===== src/hdl/pdr_defines.svh =====
// Constants for the dual register macrocell layer
`ifndef PDR_DEFINES_SVH
`define PDR_DEFINES_SVH

`define PDR_NREG        20
`define PDR_NCELL       10
`define PDR_SYNC_W      84

`define PDR_AW          8
`define PDR_OFF_TTYPE   8'h00
`define PDR_OFF_CLKSEL  8'h04
`define PDR_OFF_POL     8'h08
`define PDR_OFF_SECURE  8'h0C
`define PDR_OFF_STATE   8'h10
`define PDR_OFF_PINS    8'h14

`define PDR_RST_TTYPE   20'h00000
`define PDR_RST_CLKSEL  20'h00000
`define PDR_RST_POL     10'h000
`define PDR_FUSE_MASKED 32'hFFFFFFFF

`endif


===== src/hdl/pdr_pkg.sv =====
// Types shared by the dual register macrocell layer
`include "pdr_defines.svh"

package pdr_pkg;

    typedef struct packed {
        logic [`PDR_NREG-1:0] sum;
        logic [`PDR_NREG-1:0] clk;
        logic [`PDR_NREG-1:0] rst;
    } pdr_terms_t;

    typedef struct packed {
        logic                psel;
        logic                penable;
        logic                pwrite;
        logic [`PDR_AW-1:0]  paddr;
        logic [31:0]         pwdata;
    } pdr_apb_req_t;

    typedef struct packed {
        logic        pready;
        logic [31:0] prdata;
        logic        pslverr;
    } pdr_apb_rsp_t;

    typedef struct packed {
        logic [`PDR_NCELL-1:0] out;
        logic [`PDR_NCELL-1:0] oe;
    } pdr_pins_t;

    typedef enum logic [1:0] {
        PDR_BUS_IDLE = 2'b01,
        PDR_BUS_ANS  = 2'b10
    } pdr_bus_state_t;

endpackage


===== src/hdl/pdr_macrocell.sv =====
// Register layer of a programmable logic device with APB fuse access
//
// The placing of the registers and the APB slave port were chosen for this implementation.
`timescale 1ns/1ps
`include "pdr_defines.svh"

module pdr_macrocell (
    // APB clock and reset
    input  wire logic                  pclk,
    input  wire logic                  presetn,
    // APB slave
    input  wire logic                  psel,
    input  wire logic                  penable,
    input  wire logic                  pwrite,
    input  wire logic [`PDR_AW-1:0]    paddr,
    input  wire logic [31:0]           pwdata,
    output logic                       pready,
    output logic [31:0]                prdata,
    output logic                       pslverr,
    // Array terms per register, shared preset term and dedicated clock pin
    input  wire pdr_pkg::pdr_terms_t   terms,
    input  wire logic                  sync_preset,
    input  wire logic                  clk_pin,
    // Output enable terms, per cell
    input  wire logic [`PDR_NCELL-1:0] oe_terms,
    // Preload control pins
    input  wire logic                  preload_hv,
    input  wire logic                  preload_sel,
    // Bidirectional I/O pins
    input  wire logic [`PDR_NCELL-1:0] io_in,
    output logic      [`PDR_NCELL-1:0] io_out,
    output logic      [`PDR_NCELL-1:0] io_oe,
    // Paths into the array
    output logic      [`PDR_NREG-1:0]  reg_feedback,
    output logic      [`PDR_NCELL-1:0] pin_feedback
);

    typedef struct packed {
        logic [`PDR_NREG-1:0]    q;
        logic [`PDR_NREG-1:0]    ttype;
        logic [`PDR_NREG-1:0]    clksel;
        logic [`PDR_NCELL-1:0]   pol;
        logic                    secure;
        logic [`PDR_NREG-1:0]    clk_term_d;
        logic                    clk_pin_d;
        pdr_pkg::pdr_pins_t      pins;
        logic [`PDR_NREG-1:0]    fb;
        logic [`PDR_NCELL-1:0]   pin_fb;
        pdr_pkg::pdr_bus_state_t bus;
        pdr_pkg::pdr_apb_rsp_t   rsp;
    } pdr_state_t;

    pdr_state_t st;
    pdr_state_t next_st;

    pdr_pkg::pdr_apb_req_t req;
    pdr_pkg::pdr_terms_t   s_terms;

    logic                    s_preset;
    logic                    s_clk_pin;
    logic [`PDR_NCELL-1:0]   s_oe;
    logic                    s_hv;
    logic                    s_sel;
    logic [`PDR_NCELL-1:0]   s_io;
    logic [`PDR_SYNC_W-1:0]  sync_out;

    // All pin-side inputs cross into pclk together
    pdr_sync #(
        .W(`PDR_SYNC_W)
    ) u_sync (
        .pclk    (pclk),
        .presetn (presetn),
        .async_in({terms, sync_preset, clk_pin, oe_terms, preload_hv, preload_sel, io_in}),
        .sync_out(sync_out)
    );

    assign {s_terms, s_preset, s_clk_pin, s_oe, s_hv, s_sel, s_io} = sync_out;

    assign req.psel    = psel;
    assign req.penable = penable;
    assign req.pwrite  = pwrite;
    assign req.paddr   = paddr;
    assign req.pwdata  = pwdata;

    // Known register offset check, shared by write and error paths
    function automatic logic addr_hit(input logic [`PDR_AW-1:0] a);
        case (a)
            `PDR_OFF_TTYPE, `PDR_OFF_CLKSEL, `PDR_OFF_POL,
            `PDR_OFF_SECURE, `PDR_OFF_STATE, `PDR_OFF_PINS: addr_hit = 1'b1;
            default: addr_hit = 1'b0;
        endcase
    endfunction

    // Fuse readback; masked once the security bit is set
    function automatic logic [31:0] fuse_read(input logic [31:0] v, input logic sec);
        fuse_read = sec ? `PDR_FUSE_MASKED : v;
    endfunction

    function automatic logic [31:0] read_mux(input pdr_state_t s, input logic [`PDR_AW-1:0] a,
                                             input logic [`PDR_NCELL-1:0] pins_now);
        read_mux = 32'h00000000;
        case (a)
            `PDR_OFF_TTYPE:  read_mux = fuse_read({12'h000, s.ttype}, s.secure);
            `PDR_OFF_CLKSEL: read_mux = fuse_read({12'h000, s.clksel}, s.secure);
            `PDR_OFF_POL:    read_mux = fuse_read({22'h0, s.pol}, s.secure);
            `PDR_OFF_SECURE: read_mux = {31'h0, s.secure};
            `PDR_OFF_STATE:  read_mux = {12'h000, s.q};
            `PDR_OFF_PINS:   read_mux = {22'h0, pins_now};
            default:         read_mux = 32'h00000000;
        endcase
    endfunction

    logic [`PDR_NREG-1:0] clk_ev;
    logic                 wr_go;
    integer               i;

    always_comb begin
        next_st = st;
        clk_ev  = '0;
        wr_go   = 1'b0;

        // Clock source per flip-flop: own term edge or pin edge
        next_st.clk_term_d = s_terms.clk;
        next_st.clk_pin_d  = s_clk_pin;
        for (i = 0; i < `PDR_NREG; i = i + 1) begin
            if (st.clksel[i]) begin
                clk_ev[i] = s_clk_pin & ~st.clk_pin_d;
            end else begin
                clk_ev[i] = s_terms.clk[i] & ~st.clk_term_d[i];
            end
        end

        for (i = 0; i < `PDR_NREG; i = i + 1) begin
            if (s_terms.rst[i]) begin
                // Reset term overrides any clock in the same cycle
                next_st.q[i] = 1'b0;
            end else if (clk_ev[i]) begin
                if (s_hv) begin
                    // Preload writes only the register chosen by select
                    if (s_sel == i[0]) begin
                        next_st.q[i] = s_io[i/2];
                    end
                end else if (s_preset) begin
                    next_st.q[i] = 1'b1;
                end else if (st.ttype[i]) begin
                    next_st.q[i] = st.q[i] ^ s_terms.sum[i];
                end else begin
                    next_st.q[i] = s_terms.sum[i];
                end
            end
        end

        // Register 0 of each cell drives the pin through its polarity
        for (i = 0; i < `PDR_NCELL; i = i + 1) begin
            next_st.pins.out[i] = next_st.q[2*i] ^ st.pol[i];
        end
        next_st.pins.oe = s_oe;
        next_st.fb      = next_st.q;
        next_st.pin_fb  = s_io;

        // APB: answer one cycle into the access phase
        next_st.rsp.pready  = 1'b0;
        next_st.rsp.pslverr = 1'b0;
        case (st.bus)
            pdr_pkg::PDR_BUS_IDLE: begin
                if (req.psel && req.penable) begin
                    next_st.bus         = pdr_pkg::PDR_BUS_ANS;
                    next_st.rsp.pready  = 1'b1;
                    next_st.rsp.pslverr = ~addr_hit(req.paddr);
                    next_st.rsp.prdata  = req.pwrite ? 32'h00000000 : read_mux(st, req.paddr, s_io);
                end
            end
            pdr_pkg::PDR_BUS_ANS: begin
                next_st.bus = pdr_pkg::PDR_BUS_IDLE;
                wr_go       = req.psel & req.penable & req.pwrite & addr_hit(req.paddr);
            end
            default: begin
                next_st.bus = pdr_pkg::PDR_BUS_IDLE;
            end
        endcase

        // Fuse writes land at the edge that completes the transfer
        if (wr_go) begin
            case (req.paddr)
                `PDR_OFF_TTYPE:  next_st.ttype  = req.pwdata[`PDR_NREG-1:0];
                `PDR_OFF_CLKSEL: next_st.clksel = req.pwdata[`PDR_NREG-1:0];
                `PDR_OFF_POL:    next_st.pol    = req.pwdata[`PDR_NCELL-1:0];
                // Security is a fuse: once set only a full reset clears it
                `PDR_OFF_SECURE: next_st.secure = st.secure | req.pwdata[0];
                default: begin
                end
            endcase
        end
    end

    always_ff @(posedge pclk or negedge presetn) begin
        if (!presetn) begin
            st          <= '0;
            st.ttype    <= `PDR_RST_TTYPE;
            st.clksel   <= `PDR_RST_CLKSEL;
            st.pol      <= `PDR_RST_POL;
            st.bus      <= pdr_pkg::PDR_BUS_IDLE;
        end else begin
            st <= next_st;
        end
    end

    assign pready       = st.rsp.pready;
    assign prdata       = st.rsp.prdata;
    assign pslverr      = st.rsp.pslverr;
    assign io_out       = st.pins.out;
    assign io_oe        = st.pins.oe;
    assign reg_feedback = st.fb;
    assign pin_feedback = st.pin_fb;

endmodule // pdr_macrocell


===== src/hdl/pdr_sync.sv =====
// Two-stage synchroniser for pin inputs
`timescale 1ns/1ps
`include "pdr_defines.svh"

module pdr_sync #(
    parameter int W = `PDR_SYNC_W
) (
    // Clock and reset
    input  wire logic         pclk,
    input  wire logic         presetn,
    // Data
    input  wire logic [W-1:0] async_in,
    output logic      [W-1:0] sync_out
);

    typedef struct packed {
        logic [W-1:0] s1;
        logic [W-1:0] s2;
    } pdr_sync_state_t;

    pdr_sync_state_t st;
    pdr_sync_state_t next_st;

    always_comb begin
        next_st    = st;
        next_st.s1 = async_in;
        next_st.s2 = st.s1;
    end

    always_ff @(posedge pclk or negedge presetn) begin
        if (!presetn) begin
            st <= '0;
        end else begin
            st <= next_st;
        end
    end

    assign sync_out = st.s2;

endmodule // pdr_sync


===== config.mk =====
export PLATFORM = sky130hd
export DESIGN_NAME = pdr_macrocell
export DESIGN_NICKNAME = d
export VERILOG_FILES = /design/src/hdl/pdr_pkg.sv /design/src/hdl/pdr_macrocell.sv /design/src/hdl/pdr_sync.sv
export VERILOG_INCLUDE_DIRS = /design/src /design/src/hdl
export SDC_FILE = /design/constraint.sdc
export NUM_CORES = 1
export LEC_CHECK = 0
export CAP_MARGIN = 10
export CORE_MARGIN = 8
export CORE_UTILIZATION = 42
export CTS_CLUSTER_DIAMETER = 40
export DETAILED_ROUTE_END_ITERATION = 8
export DONT_BUFFER_PORTS = 1
export PLACE_DENSITY_LB_ADDON = 0.2
export SLEW_MARGIN = 30
export SYNTH_ARGS = -nofsm -noshare
export SYNTH_HDL_FRONTEND = slang
export SYNTH_SLANG_ARGS = --single-unit

===== constraint.sdc =====
create_clock -name pclk -period 4.11 [get_ports pclk]
set_input_delay 0.411 -clock pclk [delete_from_list [all_inputs] [get_ports pclk]]
set_output_delay 0.411 -clock pclk [all_outputs]
set_load 0.03 [all_outputs]

==> flow_summary_export.csv, run 1 <==
group,metric,value,unit
clock_network,cts_root_buffer,"clkbuf_16",
timing,drv_slew,0,
clock_network,cts_setup_buffers,0,
setup_path,r2r_cells,5,
place,hpwlAfterDp,18.1,mm
yosys,ys_ff_latch,315,
floorplan,die_w,184,um
floorplan,coreArea,27800,um^2
place,finalWeightedCongestion,0.771,
floorplan,ios,213,
timing,tightest_slew,1.02,ns
drt,vias,6985,
yosys,ys.warnings.count,0,
setup_path,cpPeakStageDelay,0.68,ns
timing,rsz0062_at_grt,"false",
setup_path,cp_max_fo,20,
yosys,synth_nets,1031,
floorplan,die_area,33800,um^2
setup_path,worstPathRequired,4.56,ns
yosys,synth_xor_area_frac,0,
setup_path,r2r-start,"u_sync.sync_out[11]",
drt,firstDrtPassIters,5,
yosys,synth_top_family_by_area,"simple AND/OR/NAND/NOR gates",
setup_path,crit_path_end_kind,"flop",
clock_network,h-tree-depth,2,
clock_network,cts_sinks,315,
drt,dr_wl_met2,13.2,mm
drt,wl,28.6,mm
setup_path,ff2ff_setup_slack,1.73,ns
drt,wl_met3,2.41,mm
global_routing,grt_pass1_wl,43.4,mm
drt,drt_iter0_drc,425,
place,io_buffer_count,0,
timing,finalSetupTns,0,ns
drt,wire_per_inst,21.1,um
yosys,syn-mean-instance-area,13.1,um^2
clock_network,cts.repair.resized,0,
drt,drc_errors,0,
drt,drtAntennaViolNets,0,
clock_network,cts_tree,"yes",
cells_and_area,finalNetCount,1069,
yosys,synthAdderAreaFrac,0,
setup_path,worstSetupPathType,"reg2reg",
status,violations,"hold timing",
timing,fin_crit,2.38,ns
global_routing,grt_usage,0.169,
clock_network,cts_hold_buf,93,
power,power,7.49,mW
setup_path,crit_chain,"inv_1 > nor2_1 > buf_4 > or4_1 > a21oi_1",
yosys,ys.flop_type,"dfrtp_1",
yosys,synth-simple-area-share,0.0944,
global_routing,antenna_found_initial,0,
clock_network,clk_pin_slew_worst_paths,0.06,ns
timing,relSlewSlack,0.323,
drt,wl_met1,12.3,mm
yosys,seq_area_frac_synth,0.667,
global_routing,grt_max_degree,316,
status,status,"complete, but fails checks",
floorplan,die_h,184,um
floorplan,initial_core_util,0.425,
drt,vias_per_cell,5.16,
drt,top_layer_used,"met4",
power,ir_worst_vdd,0.391,mV
setup_path,arrival,2.83,ns
clock_network,clk_path_buf_depth,3,
cells_and_area,drive_above_1_share,0.151,
yosys,synth_area,11800,um^2
global_routing,grt_pass1_vias,7210,
timing,holdWs,-0.417,ns
timing,hold_viol_final,315,
power,power_density,530,nW/um^2
power,p_leak,6.38,nW
setup_path,critPathLaunchType,"flop",
yosys,synth_cells,902,
floorplan,rows,61,
yosys,synth_edf_count,0,
yosys,ys_types,48,
timing,fmax,421,MHz
global_routing,gr-total-overflow,0,
timing,setup_viol,0,
run,maxCapViolCount,0,
clock_network,cts_made_buffers,44,
worst_hold_path,hold_class,"in2async",
yosys,synth_compound_area_frac,0.0887,
yosys,synthMuxAreaShare,0.0794,
timing,period_share,0.578,
timing,fin_worst_skew,0.0137,ns
yosys,ys_async_sr_fraction,1.00,
clock_network,clk_latency,0.53,ns
setup_path,cp_slowest_cell,"dfrtp_1",
setup_path,r2r-end,"reg_feedback[3]",
cells_and_area,areaGrowthSynthToFinish,19.5,%
==> logic make-up after synthesis <==
group	after synthesis
DFF	315
and+or+nand+nor	223
AOI/OAI and AO/OA	149
buffers and inverters	135
muxes	80
==> state kept, by name, summed over array words and instances, names as in the netlist, 10 cells and up <==
| name | cells |
|---|---|
| prdata | 21 |
| u_sync.sync_out | 84 |
| st | 74 |
| u_sync.next_st | 84 |
| io_oe | 10 |
| reg_feedback | 20 |
| pin_feedback | 10 |
| io_out | 10 |
==> metrics by stage <==
step	hold slack, ns	area, um^2	util	instances	setup WS (ns)
2_1_floorplan	0.115	11800	-	902	1.75
3_3_place_gp	0.126	11600	0.419	1178	1.45
3_5_place_dp	0.125	11600	0.419	1178	1.44
4_1_cts	-0.448	14100	0.508	1352	1.71
5_1_grt	-0.459	14100	0.508	1353	1.57
6_report	-0.417	14100	0.508	1354	1.73
==> metal layers <==
layer | track usage | vias to the layer above
met5 | 0 | -
met4 | 0.0584 | 0
met3 | 0.0577 | 56
met2 | 0.262 | 251
li1 | - | 3200
met1 | 0.220 | 3478
==> layout make-up <==
class	instances	area, um^2
Fill cell	2389	13700
Timing Repair Buffer	102	995
Sequential cell	315	7890
Antenna cell	1	2.50
Inverter	25	93.8
Clock buffer	52	1190
Tap cell	378	473
Clock inverter	29	364
Multi-Input combinational cell	452	3110
==> worst max-delay path: cells and delay by family (launching register included) <==
family          cells  cell delay (ns)
simple gates        2             0.62
flops               1             0.68
compound gates      1             0.17
buf+inv             2             0.81
==> synth_stat cells, types with 3 or more instances <==
| library cell | count | share of area |
|---|---|---|
| nand3b_1 | 11 | 0.0070 |
| buf_2 | 3 | 0.0013 |
| a221oi_1 | 10 | 0.0074 |
| o221ai_1 | 8 | 0.0059 |
| buf_4 | 82 | 0.052 |
| a311o_1 | 10 | 0.0085 |
| a21boi_0 | 10 | 0.0064 |
| a22oi_1 | 19 | 0.012 |
| nand2_1 | 55 | 0.017 |
| nor3_1 | 12 | 0.0051 |
| mux2i_1 | 30 | 0.025 |
| or2_2 | 3 | 0.0016 |
| a31oi_1 | 11 | 0.0058 |
| o211ai_1 | 9 | 0.0057 |
| a21oi_1 | 21 | 0.0089 |
| clkbuf_1 | 22 | 0.0070 |
| inv_1 | 24 | 0.0076 |
| mux2_2 | 30 | 0.029 |
| dfrtp_1 | 314 | 0.66 |
| o22ai_1 | 9 | 0.0048 |
| a22o_1 | 11 | 0.0082 |
| mux2_4 | 20 | 0.025 |
| and3_1 | 10 | 0.0053 |
| o21ai_0 | 24 | 0.010 |
| nor2_1 | 76 | 0.024 |
| nand4_1 | 20 | 0.011 |
| and3b_1 | 10 | 0.0074 |
| or4_1 | 11 | 0.0070 |
==> power breakdown <==
| part | total, mW | switching (mW) | internal (mW) |
|---|---|---|---|
| logic | 0.218 | 0.0990 | 0.119 |
| clock network | 3.90 | 1.42 | 2.49 |
| registers | 3.37 | 0.140 | 3.23 |
==> how the worst max path moves through the flow <==
stage / from / to / slack [ns]
final: u_sync.sync_out[11] / reg_feedback[3] / 1.73
after global routing: u_sync.sync_out[11] / reg_feedback[3] / 1.57
after CTS: u_sync.sync_out[11] / reg_feedback[3] / 1.71
after detailed placement: paddr[5] / st[109] / 1.44
after global placement: paddr[5] / st[109] / 1.45
after floorplan: paddr[5] / st[118] / 1.75
==> layout by cell type, fill, tap and decap left out, types with 9 or more instances in the layout <==
master,netlist,final
dfrtp_1,314,313
dlygate4sd3_1,0,93
nor2_1,76,75
nand2_1,55,55
clkbuf_16,0,45
mux2i_1,30,30
mux2_2,30,30
o21ai_0,24,24
inv_1,24,24
a21oi_1,21,21
nand4_1,20,20
mux2_4,20,20
a22oi_1,19,19
nor3_1,12,12
a22o_1,11,11
a31oi_1,11,11
nand3b_1,11,11
or4_1,11,11
and3_1,10,10
a221oi_1,10,10
a311o_1,10,10
a21boi_0,10,10
and3b_1,10,10
o22ai_1,9,9
o211ai_1,9,9
No activity file was read; power rests on OpenSTA's default activity.
==> run 2: changes to the inputs <==
clock period = 2.45 ns   (was 4.11 ns; I/O delays follow)
==> run 2 against run 1 <==
Net effect: the flow still finishes with violations (hold timing); utilization rose by 0.71 points; clock power grew 64%; final cell count grew 1.9%; flip-flop and latch count unchanged; via count grew 2.2%; global-route usage up 0.14 points; setup slack got worse by 1.3 ns; fmax rose by 18%.
==> flow_summary_export.csv, run 2 (synthesized netlist as in run 1, its figures left out) <==
group,metric,value,unit
floorplan,die_w,184,um
setup_path,crit_chain,"nand3b_1 > or4_4 > or3_4 > mux2_4",
timing,holdWs,-0.580,ns
cells_and_area,final_common_cell,"dfrtp_1",
timing,finalSetupTns,0,ns
floorplan,ios,213,
setup_path,cp_max_fo,20,
setup_path,ff2ff_setup_slack,0.43,ns
global_routing,grt_max_degree,316,
timing,hold_viol_final,315,
clock_network,clk_pin_slew_worst_paths,0.05,ns
cells_and_area,final_cells,1380,
cells_and_area,areaGrowthSynthToFinish,21.1,%
timing,tightest_slew,0.745,ns
setup_path,r2r-start,"st[34]",
timing,period_share,0.823,
power,power,12.5,mW
clock_network,cts_root_buffer,"clkbuf_16",
timing,relSlewSlack,0.502,
power,power_density,871,nW/um^2
status,status,"complete, but fails checks",
power,p_leak,6.47,nW
timing,drv_slew,0,
timing,fin_crit,2.02,ns
global_routing,grt_usage,0.171,
setup_path,setup.worst_path.start,"st[34]",
clock_network,cts_sinks,315,
drt,drtAntennaViolNets,0,
setup_path,r2r_cells,4,
run,maxCapViolCount,0,
timing,setup_viol,0,
global_routing,antenna_found_initial,3,
clock_network,cts_tree,"yes",
floorplan,coreArea,27800,um^2
cells_and_area,drive_above_1_share,0.157,
setup_path,r2r-end,"st[121]",
floorplan,initial_core_util,0.425,
status,violations,"hold timing",
place,io_buffer_count,0,
timing,fin_worst_skew,0.0139,ns
timing,rsz0062_at_grt,"false",
global_routing,grt_pass1_wl,43.9,mm
setup_path,setup.worst_path.end,"st[121]",
setup_path,cp_slowest_cell,"or3_4",
drt,drt_iter0_drc,419,
clock_network,clk_path_buf_depth,3,
floorplan,die_h,184,um
place,placed_cells,1188,
setup_path,cpPeakStageDelay,0.58,ns
drt,wire_per_inst,20.9,um
clock_network,cts_hold_buf,107,
global_routing,grt_pass1_vias,7253,
setup_path,critPathLaunchType,"flop",
drt,vias_per_cell,5.18,
worst_hold_path,hold_class,"in2async",
place,hpwlAfterDp,18.5,mm
drt,firstDrtPassIters,5,
floorplan,die_area,33800,um^2
floorplan,rows,61,
drt,drc_errors,0,
drt,wl,28.9,mm
setup_path,crit_path_end_kind,"flop",
setup_path,arrival,2.43,ns
setup_path,worstSetupPathType,"reg2reg",
place,finalWeightedCongestion,0.778,
cells_and_area,finalNetCount,1093,
clock_network,clk_latency,0.53,ns
clock_network,cts_made_buffers,45,
timing,fmax,496,MHz
clock_network,h-tree-depth,2,
drt,vias,7142,
setup_path,worstPathRequired,2.86,ns
global_routing,gr-total-overflow,0,
cells_and_area,mostFrequentLayoutCells,"dfrtp_1, dlygate4sd3_1, nor2_1",
power,ir_worst_vdd,0.757,mV
[run 2: cell count changes in the layout (fill, tap and decap cells not counted)]
cell	delta
buf_4	+9
buf_12	+1
inv_8	-2
bufinv_16	-2
dlygate4sd3_1	+14
clkinv_8	+1
clkbuf_16	+1
diode_2	+1
clkinv_2	+3
clkbuf_1	+1
inv_6	-2
clkinvlp_4	+1
[run 2: routing by layer]
metal	part of all wire	up-vias	track usage	wire [um]
met4	0.028	2	0.0603	816
met3	0.095	54	0.0625	2730
met5	0.00028	-	0	8
met1	0.43	3554	0.226	12400
met2	0.45	277	0.256	12900
li1	-	3255	-	-
[run 2: area by class of cell]
class	instances	area, um^2
inverters	25	93.8
diodes	2	5.00
repair buffers	125	1220
multi-input cells	452	3110
clock buffers	55	1220
flip-flops and latches	315	7890
clock inverters	28	303
well taps	378	473
fillers	2425	13500
[run 2: how the worst min path moves through the flow]
stage | endpoint | from | depth (start not counted) | slack, ns
after floorplan | io_oe[0] | presetn | 0 | -0.05
after global placement | u_sync.next_st[18] | presetn | 0 | -0.04
after detailed placement | u_sync.next_st[13] | presetn | 0 | -0.04
after CTS | u_sync.next_st[13] | presetn | 0 | -0.61
after global routing | io_oe[6] | presetn | 0 | -0.62
final | io_oe[6] | presetn | 0 | -0.58
[run 2: repair_timing]
action / 4_1_cts / 5_1_grt
hold endpoints to repair: 463 / 315
gates resized for setup: 0 / 0
buffers inserted: 0 / 0
[run 2: worst max-delay path: cells and delay by family, from the launching register on]
kind / cells / cell delay (ns)
flops: 1 / 0.36
mux: 1 / 0.37
simple gates: 3 / 1.17
[run 2: where the power goes]
part	internal, mW	total, mW	switching (mW)
combinational	0.222	0.417	0.195
clock	4.03	6.41	2.38
sequential	5.41	5.64	0.232
total	9.66	12.5	2.81
[run 2: per-stage QoR]
stage	setup WS (ns)	utilization	area (um^2)
final	0.432	0.515	14300
after global routing	0.369	0.515	14300
after CTS	0.406	0.515	14300
after detailed placement	0.0817	0.422	11700
after global placement	0.103	0.422	11700
after floorplan	0.254	-	11800
